`src/core/smc_pkg.sv`:
```
// Package of constants and types for the supply monitor control block.
package smc_pkg;
  // ********************************************
  // Register indices (byte address is index * 4)
  // ********************************************
  localparam int IDX_W = 10;
  localparam logic [9:0] IDX_OSC = 10'h1e0;
  localparam logic [9:0] IDX_LVDCFG = 10'h1e3;
  localparam logic [9:0] IDX_VCMP = 10'h1e4;
  localparam logic [9:0] IDX_TRIM = 10'h1eb;
  localparam logic [9:0] IDX_CPUF = 10'h0f7;
  localparam logic [9:0] IDX_ISTAT = 10'h0f8;
  localparam logic [9:0] IDX_IMASK = 10'h0f9;
  localparam logic [9:0] IDX_BASE_TOP = 10'h0ff;
  // ********************************************
  // Field positions, masks and reset values
  // ********************************************
  localparam int EXT_FLAG_BIT = 4;
  localparam int LVD_BIT = 1;
  localparam int POR_BIT = 0;
  localparam int EV_LVD_BIT = 0;
  localparam logic [1:0] TRIP_HIGH = 2'h2;
  localparam logic [7:0] OSC_MASK = 8'h3f;
  localparam logic [7:0] LVDCFG_MASK = 8'h37;
  localparam logic [7:0] TRIM_MASK = 8'hc0;
  localparam logic [7:0] CPUF_MASK = 8'h10;
  localparam logic [7:0] EV_MASK = 8'h01;
  localparam logic [7:0] RST_OSC = 8'h00;
  localparam logic [7:0] RST_LVDCFG = 8'h00;
  localparam logic [7:0] RST_TRIM = 8'h00;
  localparam logic [7:0] RST_CPUF = 8'h00;
  localparam logic [7:0] RST_IRQ = 8'h00;
  localparam logic [1:0] RESP_OKAY = 2'h0;
  localparam logic [1:0] RESP_SLVERR = 2'h2;
  // ********************************************
  // Carrier types
  // ********************************************
  typedef struct packed {
    logic [9:0] idx;
    logic [31:0] data;
    logic [3:0] strb;
  } smc_wr_t;
  typedef struct packed {
    logic [2:0] cpu_speed;
    logic [1:0] sleep_timer;
    logic no_buzz;
    logic [1:0] trip_level;
    logic [2:0] threshold;
    logic [1:0] sleep_duty;
  } smc_ctrl_t;
endpackage : smc_pkg

```
`src/core/smc_axil.sv`:
```
// AXI4-Lite slave front end that turns bus traffic into register strobes.
`timescale 1ns/1ps
module smc_axil #(
  parameter int AW = 12
) (
  input wire logic clk,
  input wire logic reset_n,
  input wire logic [AW-1:0] awaddr,
  input wire logic awvalid,
  output logic awready,
  input wire logic [31:0] wdata,
  input wire logic [3:0] wstrb,
  input wire logic wvalid,
  output logic wready,
  output logic [1:0] bresp,
  output logic bvalid,
  input wire logic bready,
  input wire logic [AW-1:0] araddr,
  input wire logic arvalid,
  output logic arready,
  output logic [31:0] rdata,
  output logic [1:0] rresp,
  output logic rvalid,
  input wire logic rready,
  output smc_pkg::smc_wr_t wr,
  output logic wr_go,
  input wire logic wr_ok,
  output logic [9:0] rd_idx,
  input wire logic [31:0] rd_data,
  input wire logic rd_ok
);
  // Both halves held and no response pending: one write strobe.
  assign wr_go = !awready && !wready && !bvalid;
  assign rd_idx = araddr[AW-1:2];

  // Address and data are taken in either order; ready drops while held.
  always_ff @(posedge clk or negedge reset_n) begin
    if (!reset_n) begin
      awready <= 1'b1;
      wready <= 1'b1;
      bvalid <= 1'b0;
      bresp <= 2'h0;
      wr <= '0;
    end else begin
      if (awvalid && awready) begin
        awready <= 1'b0;
        wr.idx <= awaddr[AW-1:2];
      end
      if (wvalid && wready) begin
        wready <= 1'b0;
        wr.data <= wdata;
        wr.strb <= wstrb;
      end
      if (wr_go) begin
        bvalid <= 1'b1;
        bresp <= wr_ok ? smc_pkg::RESP_OKAY : smc_pkg::RESP_SLVERR;
      end
      if (bvalid && bready) begin
        bvalid <= 1'b0;
        awready <= 1'b1;
        wready <= 1'b1;
      end
    end
  end

  // Reads answer one cycle after the address is taken.
  always_ff @(posedge clk or negedge reset_n) begin
    if (!reset_n) begin
      arready <= 1'b1;
      rvalid <= 1'b0;
      rdata <= 32'h0;
      rresp <= 2'h0;
    end else if (arvalid && arready) begin
      arready <= 1'b0;
      rvalid <= 1'b1;
      rdata <= rd_ok ? rd_data : 32'h0;
      rresp <= rd_ok ? smc_pkg::RESP_OKAY : smc_pkg::RESP_SLVERR;
    end else if (rvalid && rready) begin
      rvalid <= 1'b0;
      arready <= 1'b1;
    end
  end
endmodule : smc_axil

```
`src/core/smc_supply_ctrl.sv`:
```
// Supply monitor control: reset trip level, low-voltage detect and status.
//
// Design decision made here: the AXI4-Lite slave port.
`timescale 1ns/1ps
module smc_supply_ctrl #(
  parameter int AW = 12
) (
  input wire logic clk,
  input wire logic reset_n,
  input wire logic [AW-1:0] awaddr,
  input wire logic awvalid,
  output logic awready,
  input wire logic [31:0] wdata,
  input wire logic [3:0] wstrb,
  input wire logic wvalid,
  output logic wready,
  output logic [1:0] bresp,
  output logic bvalid,
  input wire logic bready,
  input wire logic [AW-1:0] araddr,
  input wire logic arvalid,
  output logic arready,
  output logic [31:0] rdata,
  output logic [1:0] rresp,
  output logic rvalid,
  input wire logic rready,
  input wire logic lvd_comp_raw,
  input wire logic por_comp_raw,
  output smc_pkg::smc_ctrl_t ctrl,
  output logic high_trip,
  output logic [7:0] trip_onehot,
  output logic reset_req,
  output logic irq
);
  // ********************************************
  // Bus front end
  // ********************************************
  smc_pkg::smc_wr_t wr;
  logic wr_go;
  logic wr_ok;
  logic [9:0] rd_idx;
  logic [31:0] rd_data;
  logic rd_ok;

  smc_axil #(.AW(AW)) u_bus (
    .clk(clk),
    .reset_n(reset_n),
    .awaddr(awaddr),
    .awvalid(awvalid),
    .awready(awready),
    .wdata(wdata),
    .wstrb(wstrb),
    .wvalid(wvalid),
    .wready(wready),
    .bresp(bresp),
    .bvalid(bvalid),
    .bready(bready),
    .araddr(araddr),
    .arvalid(arvalid),
    .arready(arready),
    .rdata(rdata),
    .rresp(rresp),
    .rvalid(rvalid),
    .rready(rready),
    .wr(wr),
    .wr_go(wr_go),
    .wr_ok(wr_ok),
    .rd_idx(rd_idx),
    .rd_data(rd_data),
    .rd_ok(rd_ok)
  );

  // ********************************************
  // Comparator inputs
  // ********************************************
  logic [1:0] comp_s;
  logic lvd_s;
  logic por_s;
  logic lvd_q;
  logic lvd_rise;

  smc_sync #(.W(2)) u_sync (
    .clk(clk),
    .reset_n(reset_n),
    .din({lvd_comp_raw, por_comp_raw}),
    .dout(comp_s)
  );

  // Comparators are analog and asynchronous, so they are filtered first.
  assign lvd_s = comp_s[1];
  assign por_s = comp_s[0];
  assign lvd_rise = lvd_s && !lvd_q;

  // ********************************************
  // Registers
  // ********************************************
  logic [7:0] osc;
  logic [7:0] lvdcfg;
  logic [7:0] trim;
  logic [7:0] cpuf;
  logic [7:0] istat;
  logic [7:0] imask;
  logic [7:0] vcmp;
  logic ext_flag;

  assign ext_flag = cpuf[smc_pkg::EXT_FLAG_BIT];
  assign vcmp = {6'h00, lvd_s, por_s};

  // Address decode; the upper bank is fenced by the extended-space flag.
  logic rd_hi;
  logic wr_hi;
  logic rd_known;
  logic wr_known;
  assign rd_hi = rd_idx > smc_pkg::IDX_BASE_TOP;
  assign wr_hi = wr.idx > smc_pkg::IDX_BASE_TOP;
  assign rd_known = (rd_idx == smc_pkg::IDX_OSC) || (rd_idx == smc_pkg::IDX_LVDCFG)
    || (rd_idx == smc_pkg::IDX_VCMP) || (rd_idx == smc_pkg::IDX_TRIM)
    || (rd_idx == smc_pkg::IDX_CPUF) || (rd_idx == smc_pkg::IDX_ISTAT)
    || (rd_idx == smc_pkg::IDX_IMASK);
  assign wr_known = (wr.idx == smc_pkg::IDX_OSC) || (wr.idx == smc_pkg::IDX_LVDCFG)
    || (wr.idx == smc_pkg::IDX_VCMP) || (wr.idx == smc_pkg::IDX_TRIM)
    || (wr.idx == smc_pkg::IDX_CPUF) || (wr.idx == smc_pkg::IDX_ISTAT)
    || (wr.idx == smc_pkg::IDX_IMASK);
  assign rd_ok = rd_known && !(rd_hi && !ext_flag);
  assign wr_ok = wr_known && !(wr_hi && !ext_flag);

  // Read data selection; reserved bits read as zero.
  logic [7:0] rd_byte;
  assign rd_byte = (rd_idx == smc_pkg::IDX_OSC) ? osc
    : (rd_idx == smc_pkg::IDX_LVDCFG) ? lvdcfg
    : (rd_idx == smc_pkg::IDX_VCMP) ? vcmp
    : (rd_idx == smc_pkg::IDX_TRIM) ? trim
    : (rd_idx == smc_pkg::IDX_CPUF) ? cpuf
    : (rd_idx == smc_pkg::IDX_ISTAT) ? istat
    : (rd_idx == smc_pkg::IDX_IMASK) ? imask : 8'h00;
  assign rd_data = {24'h000000, rd_byte};

  // Write strobes; only the low byte lane carries register data.
  logic wr_live;
  logic we_osc;
  logic we_lvd;
  logic we_trim;
  logic we_cpuf;
  logic we_mask;
  logic we_stat;
  logic [7:0] wbyte;
  assign wr_live = wr_go && wr_ok && wr.strb[0];
  assign wbyte = wr.data[7:0];
  assign we_osc = wr_live && (wr.idx == smc_pkg::IDX_OSC);
  assign we_lvd = wr_live && (wr.idx == smc_pkg::IDX_LVDCFG);
  assign we_trim = wr_live && (wr.idx == smc_pkg::IDX_TRIM);
  assign we_cpuf = wr_live && (wr.idx == smc_pkg::IDX_CPUF);
  assign we_mask = wr_live && (wr.idx == smc_pkg::IDX_IMASK);
  assign we_stat = wr_live && (wr.idx == smc_pkg::IDX_ISTAT);

  // Software-written configuration. Speed is not policed against the trip
  // level: firmware owns the ordering of level, threshold and speed.
  always_ff @(posedge clk or negedge reset_n) begin
    if (!reset_n) begin
      osc <= smc_pkg::RST_OSC;
      lvdcfg <= smc_pkg::RST_LVDCFG;
      trim <= smc_pkg::RST_TRIM;
      cpuf <= smc_pkg::RST_CPUF;
      imask <= smc_pkg::RST_IRQ;
    end else begin
      if (we_osc) osc <= wbyte & smc_pkg::OSC_MASK;
      if (we_lvd) lvdcfg <= wbyte & smc_pkg::LVDCFG_MASK;
      if (we_trim) trim <= wbyte & smc_pkg::TRIM_MASK;
      if (we_cpuf) cpuf <= wbyte & smc_pkg::CPUF_MASK;
      if (we_mask) imask <= wbyte & smc_pkg::EV_MASK;
    end
  end

  // ********************************************
  // Events and interrupt
  // ********************************************
  logic [7:0] ev;
  logic [7:0] next_istat;
  logic [7:0] w1c;
  assign ev = {7'h00, lvd_rise};
  assign w1c = we_stat ? wbyte : 8'h00;
  // A new event beats a clear in the same cycle, so none is lost.
  assign next_istat = (ev | (istat & ~w1c)) & smc_pkg::EV_MASK;

  always_ff @(posedge clk or negedge reset_n) begin
    if (!reset_n) begin
      lvd_q <= 1'b0;
      istat <= smc_pkg::RST_IRQ;
      irq <= 1'b0;
    end else begin
      lvd_q <= lvd_s;
      istat <= next_istat;
      irq <= |(istat & imask);
    end
  end

  // ********************************************
  // Trip-point control outputs
  // ********************************************
  assign ctrl.cpu_speed = osc[2:0];
  assign ctrl.sleep_timer = osc[4:3];
  assign ctrl.no_buzz = osc[5];
  assign ctrl.trip_level = lvdcfg[5:4];
  assign ctrl.threshold = lvdcfg[2:0];
  assign ctrl.sleep_duty = trim[7:6];

  // Reset request follows the comparator once the high level is chosen;
  // on a slow ramp this can fire repeatedly until the supply clears it.
  always_ff @(posedge clk or negedge reset_n) begin
    if (!reset_n) begin
      high_trip <= 1'b0;
      reset_req <= 1'b0;
    end else begin
      high_trip <= ctrl.trip_level == smc_pkg::TRIP_HIGH;
      reset_req <= high_trip && por_s;
    end
  end

  // One-hot select for the eight detector trip points.
  for (genvar i = 0; i < 8; i++) begin : g_thr
    always_ff @(posedge clk or negedge reset_n) begin
      if (!reset_n) begin
        trip_onehot[i] <= 1'b0;
      end else begin
        trip_onehot[i] <= ctrl.threshold == 3'(i);
      end
    end
  end
endmodule : smc_supply_ctrl

```
`src/core/smc_sync.sv`:
```
// Three-stage synchroniser that accepts a change once stages two and three agree.
`timescale 1ns/1ps
module smc_sync #(
  parameter int W = 2
) (
  input wire logic clk,
  input wire logic reset_n,
  input wire logic [W-1:0] din,
  output logic [W-1:0] dout
);
  logic [W-1:0] s1;
  logic [W-1:0] s2;
  logic [W-1:0] s3;
  // Stage one feeds only stage two, so metastability never reaches a gate.
  always_ff @(posedge clk or negedge reset_n) begin
    if (!reset_n) begin
      s1 <= '0;
      s2 <= '0;
      s3 <= '0;
      dout <= '0;
    end else begin
      s1 <= din;
      s2 <= s1;
      s3 <= s2;
      dout <= (s2 == s3) ? s3 : dout;
    end
  end
endmodule : smc_sync

```
`config.mk`:
```
export PLATFORM = sky130hd
export DESIGN_NAME = smc_supply_ctrl
export DESIGN_NICKNAME = d
export VERILOG_FILES = /design/src/core/smc_pkg.sv /design/src/core/smc_axil.sv /design/src/core/smc_supply_ctrl.sv /design/src/core/smc_sync.sv
export SDC_FILE = /design/constraint.sdc
export NUM_CORES = 1
export LEC_CHECK = 0
export BUFFER_PORTS_ARGS = -buffer_cell sky130_fd_sc_hd__buf_2
export CORE_MARGIN = 4
export CORE_UTILIZATION = 48
export CTS_CLUSTER_SIZE = 28
export DETAILED_ROUTE_END_ITERATION = 10
export GPL_ROUTABILITY_DRIVEN = 0
export PLACE_DENSITY = 0.91
export SLEW_MARGIN = 5
export SYNTH_ARGS = -nofsm -noshare
export SYNTH_HDL_FRONTEND = slang
export SYNTH_SLANG_ARGS = --single-unit
```
`constraint.sdc`:
```
create_clock -name clk -period 2.04 [get_ports clk]
set_input_delay 0.612 -clock clk [delete_from_list [all_inputs] [get_ports clk]]
set_output_delay 0.612 -clock clk [all_outputs]
set_load 0.01 [all_outputs]
```
==> out/summary.json, run 1 <==
{
  "route.detailed.drc": 0,
  "grt_antenna_before_repair": 0,
  "drt_first_iter_violations": 116,
  "postSynthRegisterBits": 70,
  "class_of_the_tightest_hold_or_removal_check": "input port to asynchronous set/reset pin",
  "finClkSkew_ns": 0.0118,
  "hold_viol": 0,
  "globalRouteTotalUtil_pct": 18.3,
  "multiInputGateArea_um2": 1240,
  "drt_pre_antenna_iters": 4,
  "finalPower_uw": 3600,
  "post_cts.repair.setup_buffers": 0,
  "timing.max_cap.violations": 0,
  "htree_num_levels": 3,
  "synth_top_area_cell": "dfrtp_1",
  "clock_buffers_created_by_tritoncts": 9,
  "io-pin-count": 134,
  "post_cts_hold_buffer_count": 0,
  "power_per_cell_area_nw_per_um2": 960,
  "final_min_period_over_clock_period_pct": 92.8,
  "post-route-worst-setup-slack_ns": 0.146,
  "worst-endpoint-required_ns": 2.26,
  "start_kind": "register",
  "die_x_um": 88.9,
  "first_global_vias": 2301,
  "die_h_um": 88.9,
  "design_area_um2": 3750,
  "cp_data_arrival_time_ns": 2.11,
  "die-area_um2": 7910,
  "crit_path_end_kind": "register",
  "post_synth_main_area_contributors": "dfrtp_1 53%, mux2_2 12%, buf_4 6.2%",
  "final_setup_fails": 0,
  "number_of_rows_in_the_core_area": 29,
  "clock_sinks": 70,
  "dp_hpwl_um": 5310,
  "synth_enable_flop_cells": 0,
  "share_of_the_yosys_chip_area_belonging_to_registers_pct": 55.8,
  "grt_first_pass_wirelength_um": 10700,
  "worst_r2r_path_depth": 3,
  "nets": 414,
  "grt_max_degree": 49,
  "post_dp_cell_area_um2": 3570,
  "worstSetupPathType": "register to register",
  "yosys_warnings": 0,
  "status": "completed",
  "antenna_nets_post_route": 0,
  "via_count": 2250,
  "rsz0062_at_grt": "false",
  "vias_per_cell": 5.27,
  "synth_commonest_cells": "67 x dfrtp_1, 33 x mux2_2, 26 x buf_4",
  "peakVddDrop_v": 0.000864,
  "detailedPlace.worstSlack_ns": 0.0287,
  "cts_max_path_buffers": 2,
  "synthesis.area_um2": 3140,
  "grt-ovfl-total": 0,
  "tritoncts_clock_tree": "done",
  "cellLeakagePower_uw": 0.00185,
  "layout.area.seq_um2": 1760,
  "netlist.area_leader.share_pct": 53.3,
  "fmax_mhz": 528,
  "nFillCells": 532,
  "slew_violations": 0,
  "n_antenna_cell": 0,
  "critPathMaxFanout": 6,
  "fin_crit_ns": 1.89,
  "worst_slew_pin_slew_ns": 0.525,
  "core_area_um2": 6350,
  "clk_root_buffer_cell": "clkbuf_8",
  "max_slew_margin_pct": 64.5,
  "synth_async_sr_flop_share_pct": 100,
  "port-buffer-count": 76,
  "drt_wl_total_um": 6870,
  "top_count_cell_post_synth": "dfrtp_1",
  "route.detailed.wl_per_inst_um": 16.1,
  "worst_setup_hold_path_clk_slew_ns": 0.06,
  "worstSkewPairLatency_ns": 0.34,
  "syn_avg_cell_area_um2": 12.2,
  "post_synth_num_cell_types": 57,
  "post_cts_resize_count": 0,
  "post_synth_inst_count": 257,
  "start_util_pct": 49.5,
  "fin_setup_tns_ns": 0,
  "synth-main-ff-cell": "dfrtp_1",
  "post_route_cells_drive_above_1_share_pct": 40.0,
  "area_growth_pct": 19.4
}
routing by layer:
layer / wire length, µm / vias to the layer above / GRT usage (%)
met1: 2580 / 1089 / 20.6
met3: 580 / 16 / 6.18
met4: 179 / 0 / 7.04
li1: - / 1050 / -
met5: 0 / - / 0
met2: 3530 / 95 / 32.3
worst paths after layout:
check	to	slack [ns]	start
max	osc[3]	0.15	u_bus.wr[36]
min	u_sync.s1[1]	0.09	reset_n
max reg2reg	osc[3]	0.15	u_bus.wr[36]
min reg2reg	u_sync.s2[1]	0.35	u_sync.s1[1]
max in group asynchronous	u_bus.arready	1.43	reset_n
min in group clk	u_sync.s2[1]	0.35	u_sync.s1[1]
sequential cells by signal (all words and copies together) (netlist names), 2 cells and up:
| signal | count |
|---|---|
| lvdcfg | 5 |
| osc | 6 |
| u_bus.wr | 19 |
| u_sync.s3 | 2 |
| u_sync.dout | 2 |
| u_bus.rdata | 8 |
| trim | 2 |
| u_sync.s2 | 2 |
| u_sync.s1 | 2 |
| trip_onehot | 8 |
cell type report:
cell class / instances / area share (%)
clock buffer: 15 / 4.17
clock inverter: 1 / 0.800
inverter: 7 / 0.700
multi-input combinational: 173 / 32.9
sequential: 70 / 46.8
tap: 77 / 2.57
timing repair buffer: 84 / 12.1
logic make-up after synthesis:
group / Yosys count / share of synthesized area, %
xor+xnor: 2 / 0.557
buf+inv: 39 / 7.84
compound gates: 42 / 10.1
mux: 35 / 12.5
simple gates: 68 / 13.1
other cells: 1 / 0.119
flops: 70 / 55.8
placed cells by master (no fill, tap or decap), types with 3 or more instances in the layout:
cell type	count
a21oi_1	9
and2_1	4
buf_2	76
buf_4	7
clkbuf_1	5
clkbuf_8	10
conb_1	26
dfrtp_1	67
dfstp_2	3
inv_1	7
mux2_2	33
nand2_1	15
nand2b_1	3
nor2_1	8
nor3b_1	5
nor4_1	3
o21a_1	3
o21ai_0	6
or3_1	3
worst max-delay path, stage by stage (launching register included):
cell     delay (ns)
dfrtp_1        0.45
or4b_1         0.60
nor2_2         0.35
mux2_2         0.38
power by group:
group | internal [µW] | total (µW) | switching [µW]
Sequential | 1650 | 1890 | 235
Clock | 602 | 1060 | 454
Combinational | 347 | 659 | 312
stage by stage:
| step | utilization [%] | hold slack, ns | cells |
|---|---|---|---|
| 3_5_place_dp | 56.2 | 0.341 | 411 |
| 4_1_cts | 59.1 | 0.0766 | 427 |
| 5_1_grt | 59.1 | 0.0726 | 427 |
| 3_3_place_gp | 56.2 | 0.336 | 411 |
| 2_1_floorplan | - | 0.316 | 282 |
| 6_report | 59.1 | 0.0924 | 427 |
(Power assumes the default switching activity.)
==> run 2: changes to the inputs <==
--- a/config.mk
+++ b/config.mk
@@ -11,6 +11,7 @@
 export CTS_CLUSTER_SIZE = 28
 export DETAILED_ROUTE_END_ITERATION = 10
 export GPL_ROUTABILITY_DRIVEN = 0
+export MAX_ROUTING_LAYER = met4
 export PLACE_DENSITY = 0.91
 export SLEW_MARGIN = 5
 export SYNTH_ARGS = -nofsm -noshare
==> run 2 against run 1 <==
Against the previous run: sequential share of layout area stayed put; sequential power hardly changed; register-to-register slack hardly changed; critical path type unchanged.
==> out/summary.json, run 2 (synthesized netlist as in run 1, its figures left out) <==
{
  "power_per_cell_area": {"value": 960, "unit": "nW/µm²", "change": "about the same"},
  "path_cells": "or4b_1, nor2_2, mux2_2",
  "post-route-worst-setup-slack": {"value": 0.146, "unit": "ns", "change": "-0.000174 ns"},
  "tritoncts_clock_tree": "done",
  "timing.critical_path.slowest_stage_cell": "or4b_1",
  "crit_path_largest_cell_delay": {"value": 0.60, "unit": "ns", "change": "about the same"},
  "clock_buffers_created_by_tritoncts": {"value": 9, "change": "unchanged"},
  "timing.max_cap.violations": {"value": 0, "change": "unchanged"},
  "m1WireLength": {"value": 2590, "unit": "µm", "change": "+0.35%"},
  "drt_wl_total": {"value": 6890, "unit": "µm", "change": "+0.29%"},
  "port-buffer-count": {"value": 76, "change": "unchanged"},
  "grt_first_pass_wirelength": {"value": 10700, "unit": "µm", "change": "unchanged"},
  "n_antenna_cell": {"value": 0, "change": "unchanged"},
  "class_of_the_tightest_hold_or_removal_check": "input port to asynchronous set/reset pin",
  "finClkSkew": {"value": 0.0120, "unit": "ns", "change": "+0.000123 ns"},
  "sequentialPowerShare": {"value": 52.4, "unit": "%", "change": "about the same"},
  "fmax": {"value": 528, "unit": "MHz", "change": "about the same"},
  "route.detailed.drc": {"value": 0, "change": "unchanged"},
  "peakVddDrop": {"value": 0.000864, "unit": "V", "change": "about the same"},
  "start_util": {"value": 49.5, "unit": "%", "change": "unchanged"},
  "critPathMaxFanout": {"value": 6, "change": "unchanged"},
  "globalRouteTotalUtil": {"value": 18.9, "unit": "%", "change": "+0.57 points"},
  "worst_r2r_path_depth": {"value": 3, "change": "unchanged"},
  "die_x": {"value": 88.9, "unit": "µm", "change": "unchanged"},
  "die_h": {"value": 88.9, "unit": "µm", "change": "unchanged"},
  "final_min_period_over_clock_period": {"value": 92.8, "unit": "%", "change": "about the same"},
  "crit_path_end_kind": "register",
  "cp_num_buf_inv": {"value": 0, "change": "unchanged"},
  "number_of_rows_in_the_core_area": {"value": 29, "change": "unchanged"},
  "highest_count_cells_in_the_layout_ignoring_fill_and_taps": "76 x buf_2, 67 x dfrtp_1, 33 x mux2_2",
  "met3_length": {"value": 582, "unit": "µm", "change": "+0.34%"},
  "part_of_the_total_power_dissipated_in_the_clock_network": {"value": 29.3, "unit": "%", "change": "about the same"},
  "worstSkewPairLatency": {"value": 0.34, "unit": "ns", "change": "about the same"},
  "fin_setup_tns": {"value": 0, "unit": "ns", "change": "unchanged"},
  "finalPower": {"value": 3600, "unit": "µW", "change": "about the same"},
  "cp_data_arrival_time": {"value": 2.11, "unit": "ns", "change": "about the same"},
  "max_slew_margin": {"value": 64.5, "unit": "%", "change": "about the same"},
  "worstSetupPathType": "register to register",
  "cts_max_path_buffers": {"value": 2, "change": "unchanged"},
  "power_switching_share": {"value": 27.8, "unit": "%", "change": "about the same"},
  "vias_per_cell": {"value": 5.29, "change": "+0.40%"},
  "status": "completed",
  "htree_num_levels": {"value": 3, "change": "unchanged"},
  "post_route_cells_drive_above_1_share": {"value": 40.0, "unit": "%", "change": "unchanged"},
  "detailedPlace.worstSlack": {"value": 0.0287, "unit": "ns", "change": "unchanged"},
  "route.detailed.wl_per_inst": {"value": 16.1, "unit": "µm", "change": "+0.29%"},
  "power_report.internal_total": {"value": 2600, "unit": "µW", "change": "about the same"},
  "layout_commonest_cell": "buf_2",
  "area_growth": {"value": 19.4, "unit": "%", "change": "unchanged"},
  "timing.rr.start": "u_bus.wr[36]",
  "slew_violations": {"value": 0, "change": "unchanged"},
  "top_signal_layer_used": "met4",
  "dp_hpwl": {"value": 5310, "unit": "µm", "change": "unchanged"},
  "grt-ovfl-total": {"value": 0, "change": "unchanged"},
  "io-pin-count": {"value": 134, "change": "unchanged"},
  "worst_slew_pin_slew": {"value": 0.525, "unit": "ns", "change": "+0.0000772 ns"},
  "cellLeakagePower": {"value": 0.00185, "unit": "µW", "change": "unchanged"},
  "final_setup_fails": {"value": 0, "change": "unchanged"},
  "worst-endpoint-required": {"value": 2.26, "unit": "ns", "change": "about the same"},
  "largest_reg_flops": {"value": 19, "change": "unchanged"},
  "r2r_end": "osc[3]",
  "clock_sinks": {"value": 70, "change": "unchanged"},
  "start_kind": "register",
  "largest_registers": "u_bus.wr (19), trip_onehot (8), u_bus.rdata (8)",
  "hold_viol": {"value": 0, "change": "unchanged"},
  "grt_max_degree": {"value": 49, "change": "unchanged"},
  "worst_setup_hold_path_clk_slew": {"value": 0.06, "unit": "ns", "change": "about the same"},
  "grt_antenna_before_repair": {"value": 0, "change": "unchanged"},
  "post_cts_resize_count": {"value": 0, "change": "unchanged"},
  "rsz0062_at_grt": "false",
  "via_count": {"value": 2259, "change": "+0.40%"},
  "met2RoutedLength": {"value": 3540, "unit": "µm", "change": "+0.28%"},
  "total_switching_power": {"value": 1000, "unit": "µW", "change": "about the same"},
  "fin_crit": {"value": 1.89, "unit": "ns", "change": "+0.000174 ns"},
  "antenna_nets_post_route": {"value": 0, "change": "unchanged"},
  "combinationalPowerShare": {"value": 18.3, "unit": "%", "change": "about the same"},
  "worst_path_dominant_cell_family": "simple AND/OR/NAND/NOR gates",
  "core_area": {"value": 6350, "unit": "µm²", "change": "unchanged"},
  "drt_pre_antenna_iters": {"value": 4, "change": "unchanged"},
  "largest_reg_by_ff_count": "u_bus.wr",
  "holdWs": {"value": 0.0914, "unit": "ns", "change": "-0.00104 ns"},
  "post_cts.repair.setup_buffers": {"value": 0, "change": "unchanged"},
  "die-area": {"value": 7910, "unit": "µm²", "change": "unchanged"},
  "rrSetupSlack": {"value": 0.15, "unit": "ns", "change": "about the same"},
  "clk_root_buffer_cell": "clkbuf_8",
  "first_global_vias": {"value": 2295, "change": "-0.26%"},
  "post_cts_hold_buffer_count": {"value": 0, "change": "unchanged"},
  "drt_first_iter_violations": {"value": 142, "change": "+22%"},
  "nets": {"value": 414, "change": "unchanged"}
}
run 2: cell counts in the layout (fill, tap and decap cells not counted):
Identical to the previous run, type by type.
run 2: power by group through the flow:
stage	combinational, µW	clock [µW]	sequential, µW
floorplan	470	0	1850
global placement	624	0	1880
detailed placement	664	0	1910
CTS	667	1080	1890
global route	731	1140	1930
finish	660	1060	1890
run 2: area by class of cell:
type                    instances  area [µm²]
fillers                       532        2600
flip-flops and latches         70        1760
multi-input cells             173        1240
repair buffers                 84         453
clock buffers                  15         156
well taps                      77        96.3
clock inverters                 1        30.0
inverters                       7        26.3
run 2: worst max path at each step:
stage               cells after the start         start  slack [ns]        endpoint
finish                                  3  u_bus.wr[36]        0.15          osc[3]
global placement                        5     araddr[4]        0.07  u_bus.rdata[4]
global route                            3  u_bus.wr[36]        0.07          osc[4]
floorplan                               5     araddr[2]        0.21  u_bus.rdata[1]
CTS                                     3  u_bus.wr[36]        0.15          osc[3]
detailed placement                      5     araddr[4]        0.03  u_bus.rdata[1]
run 2: metrics by stage:
step / cell area [µm²] / util (%) / cells
2_1_floorplan: 3240 / - / 282
3_3_place_gp: 3570 / 56.2 / 411
3_5_place_dp: 3570 / 56.2 / 411
4_1_cts: 3750 / 59.1 / 427
5_1_grt: 3750 / 59.1 / 427
6_report: 3750 / 59.1 / 427
run 2: metal layers:
layer | GRT usage, % | vias to the layer above
li1 | - | 1050
met4 | 7.04 | 0
met2 | 32.2 | 96
met5 | - | -
met3 | 6.18 | 19
met1 | 20.6 | 1094
==> run 3: changes to the inputs <==
--- a/config.mk
+++ b/config.mk
@@ -7,12 +7,12 @@
 export LEC_CHECK = 0
 export BUFFER_PORTS_ARGS = -buffer_cell sky130_fd_sc_hd__buf_2
 export CORE_MARGIN = 4
-export CORE_UTILIZATION = 48
+export CORE_UTILIZATION = 51
 export CTS_CLUSTER_SIZE = 28
 export DETAILED_ROUTE_END_ITERATION = 10
 export GPL_ROUTABILITY_DRIVEN = 0
 export MAX_ROUTING_LAYER = met4
-export PLACE_DENSITY = 0.91
+export PLACE_DENSITY = 0.95
 export SLEW_MARGIN = 5
 export SYNTH_ARGS = -nofsm -noshare
 export SYNTH_HDL_FRONTEND = slang
==> constraint.sdc (replaced) <==
create_clock -name clk -period 2.35 [get_ports clk]
set_input_delay 0.705 -clock clk [delete_from_list [all_inputs] [get_ports clk]]
set_output_delay 0.705 -clock clk [all_outputs]
set_load 0.01 [all_outputs]
==> run 3 against run 2 <==
Against the previous run: worst hold slack improved by 0.26 ns; clock power is 21% lower; via count decreased by 0.53%; register-to-register slack better by 0.30 ns; sequential power decreased by 13%; sequential share of layout area is 0.78 points higher; sequential cell count unchanged; critical path depth unchanged; maximum frequency is 0.77% lower; utilization is 2.9 points higher; clock-buffer cell count is 1 lower.
==> out/summary.json, run 3 (synthesized netlist as in run 1, its figures left out) <==
{
  "nets": {"value": 408, "change": "-1.4%"},
  "min_from": "u_sync.s1[1]",
  "finClkSkew": {"value": 0.00702, "unit": "ns", "change": "-0.00494 ns"},
  "htree_num_levels": {"value": 3, "change": "unchanged"},
  "class_of_the_tightest_hold_or_removal_check": "register to register",
  "n_antenna_cell": {"value": 0, "change": "unchanged"},
  "die_x": {"value": 86.5, "unit": "µm", "change": "-2.7%"},
  "post_cts_hold_buffer_count": {"value": 0, "change": "unchanged"},
  "largest_reg_flops": {"value": 19, "change": "unchanged"},
  "worstSkewPairLatency": {"value": 0.34, "unit": "ns", "change": "about the same"},
  "first_global_vias": {"value": 2195, "change": "-4.4%"},
  "globalRouteTotalUtil": {"value": 19.0, "unit": "%", "change": "+0.084 points"},
  "cts_max_path_buffers": {"value": 2, "change": "unchanged"},
  "combinationalPowerShare": {"value": 18.3, "unit": "%", "change": "about the same"},
  "cellLeakagePower": {"value": 0.00182, "unit": "µW", "change": "-1.7%"},
  "route.detailed.drc": {"value": 0, "change": "unchanged"},
  "layoutNonFillerInstCount": {"value": 419, "change": "-1.9%"},
  "dp_cells": {"value": 403, "change": "-1.9%"},
  "crit_path_end_kind": "register",
  "hold_path_depth": 0,
  "via_count": {"value": 2247, "change": "-0.53%"},
  "timing.rr.start": "u_bus.wr[36]",
  "met2RoutedLength": {"value": 3350, "unit": "µm", "change": "-5.3%"},
  "fin_setup_tns": {"value": 0, "unit": "ns", "change": "unchanged"},
  "layout_commonest_cell": "buf_2",
  "peakVddDrop": {"value": 0.000680, "unit": "V", "change": "-21%"},
  "port-buffer-count": {"value": 76, "change": "unchanged"},
  "vias_per_cell": {"value": 5.36, "change": "+1.4%"},
  "io-pin-count": {"value": 134, "change": "unchanged"},
  "cp_data_arrival_time": {"value": 2.13, "unit": "ns", "change": "+0.02 ns"},
  "dp_hpwl": {"value": 5120, "unit": "µm", "change": "-3.5%"},
  "worst_slew_pin_slew": {"value": 0.489, "unit": "ns", "change": "-0.0363 ns"},
  "worst_setup_hold_path_clk_slew": {"value": 0.07, "unit": "ns", "change": "about the same"},
  "start_kind": "register",
  "drt_first_iter_violations": {"value": 132, "change": "-7.0%"},
  "start_util": {"value": 52.8, "unit": "%", "change": "+3.3 points"},
  "post_cts.repair.setup_buffers": {"value": 0, "change": "unchanged"},
  "grt_first_pass_wirelength": {"value": 10500, "unit": "µm", "change": "-1.9%"},
  "fmax": {"value": 524, "unit": "MHz", "change": "-0.77%"},
  "holdPathEnd": "u_sync.s2[1]",
  "grt_max_degree": {"value": 71, "change": "+45%"},
  "top_signal_layer_used": "met4",
  "nFillCells": {"value": 491, "change": "-7.7%"},
  "grt-ovfl-total": {"value": 0, "change": "unchanged"},
  "tritoncts_clock_tree": "done",
  "final_min_period_over_clock_period": {"value": 81.2, "unit": "%", "change": "-12 points"},
  "power_per_cell_area": {"value": 820, "unit": "nW/µm²", "change": "-15%"},
  "rsz0062_at_grt": "false",
  "antenna_nets_post_route": {"value": 0, "change": "unchanged"},
  "largest_reg_by_ff_count": "u_bus.wr",
  "hold_viol": {"value": 0, "change": "unchanged"},
  "slew_violations": {"value": 0, "change": "unchanged"},
  "highest_count_cells_in_the_layout_ignoring_fill_and_taps": "76 x buf_2, 67 x dfrtp_1, 33 x mux2_2",
  "status": "completed",
  "clock_sinks": {"value": 70, "change": "unchanged"},
  "fin_crit": {"value": 1.91, "unit": "ns", "change": "+0.0147 ns"},
  "power_switching_share": {"value": 28.6, "unit": "%", "change": "+0.79 points"},
  "worstSetupPathType": "register to register",
  "rrSetupSlack": {"value": 0.44, "unit": "ns", "change": "+0.30 ns"},
  "core_area": {"value": 5960, "unit": "µm²", "change": "-6.2%"},
  "clock_buffers_created_by_tritoncts": {"value": 9, "change": "unchanged"},
  "drt_pre_antenna_iters": {"value": 4, "change": "unchanged"},
  "worst-endpoint-required": {"value": 2.57, "unit": "ns", "change": "+0.31 ns"},
  "drt_wl_total": {"value": 6670, "unit": "µm", "change": "-3.2%"},
  "finalPower": {"value": 3030, "unit": "µW", "change": "-16%"},
  "die-area": {"value": 7490, "unit": "µm²", "change": "-5.4%"},
  "area_growth_pct": 17.4,
  "post_route_cells_drive_above_1_share": {"value": 39.5, "unit": "%", "change": "-0.47 points"},
  "part_of_the_total_power_dissipated_in_the_clock_network": {"value": 27.5, "unit": "%", "change": "-1.8 points"},
  "sequentialPowerShare": {"value": 54.1, "unit": "%", "change": "+1.7 points"},
  "m1WireLength": {"value": 2640, "unit": "µm", "change": "+1.9%"},
  "total_switching_power": {"value": 865, "unit": "µW", "change": "-14%"},
  "clk_root_buffer_cell": "clkbuf_8",
  "number_of_rows_in_the_core_area": {"value": 28, "change": "-3.4%"},
  "grt_antenna_before_repair": {"value": 0, "change": "unchanged"},
  "met3_length": {"value": 549, "unit": "µm", "change": "-5.7%"},
  "largest_registers": "u_bus.wr (19), trip_onehot (8), u_bus.rdata (8)",
  "timing.max_cap.violations": {"value": 0, "change": "unchanged"},
  "final_setup_fails": {"value": 0, "change": "unchanged"},
  "power_report.internal_total": {"value": 2160, "unit": "µW", "change": "-17%"},
  "r2r_end": "osc[1]",
  "post_cts_resize_count": {"value": 0, "change": "unchanged"},
  "route.detailed.wl_per_inst": {"value": 15.9, "unit": "µm", "change": "-1.4%"},
  "worst_r2r_path_depth": {"value": 3, "change": "unchanged"},
  "critPathMaxFanout": {"value": 6, "change": "unchanged"},
  "max_slew_margin": {"value": 67.0, "unit": "%", "change": "+2.5 points"},
  "die_h": {"value": 86.5, "unit": "µm", "change": "-2.7%"}
}
run 3: layout make-up:
class,count,area (µm²),share of cell area (%)
multi-input combinational,173,1240,33.5
clock inverter,2,10.0,0.271
timing repair buffer,78,408,11.0
clock buffer,14,163,4.41
inverter,7,26.3,0.712
tap,75,93.8,2.54
sequential,70,1760,47.5
run 3: worst max path at each step:
| stage | from | end | slack [ns] | cells after the start |
|---|---|---|---|---|
| 6_report | u_bus.wr[36] | osc[1] | 0.44 | 3 |
| 2_1_floorplan | araddr[2] | u_bus.rdata[1] | 0.43 | 5 |
| 4_1_cts | u_bus.wr[36] | osc[1] | 0.43 | 3 |
| 3_3_place_gp | araddr[4] | u_bus.rdata[4] | 0.23 | 5 |
| 3_5_place_dp | araddr[4] | u_bus.rdata[4] | 0.21 | 5 |
| 5_1_grt | u_bus.wr[36] | osc[0] | 0.36 | 3 |
run 3: worst max-delay path: stages, from the launching register on:
cell and delay, ns:
dfrtp_1 0.44, or4b_1 0.61, nor2_2 0.37, mux2_2 0.39
run 3: layer usage:
metal  GRT usage [%]  vias to the layer above
met5               -                        -
met4            6.37                        0
li1                -                     1033
met1            21.7                     1104
met2            31.4                       96
met3            6.37                       14
run 3: power by group through the flow:
stage	clock [µW]	sequential, µW	combinational [µW]
floorplan	0	1610	408
global placement	0	1630	525
detailed placement	0	1660	563
CTS	865	1640	563
global route	910	1670	609
finish	834	1640	555
run 3: stage by stage:
step                hold slack [ns]  setup WS [ns]  util [%]  instance area (µm²)
global placement              0.334          0.235      59.1                 3520
global route                  0.356          0.362      62.0                 3690
floorplan                     0.331          0.429         -                 3240
detailed placement            0.336          0.214      59.1                 3520
finish                        0.347          0.441      62.0                 3690
CTS                           0.351          0.429      62.0                 3690
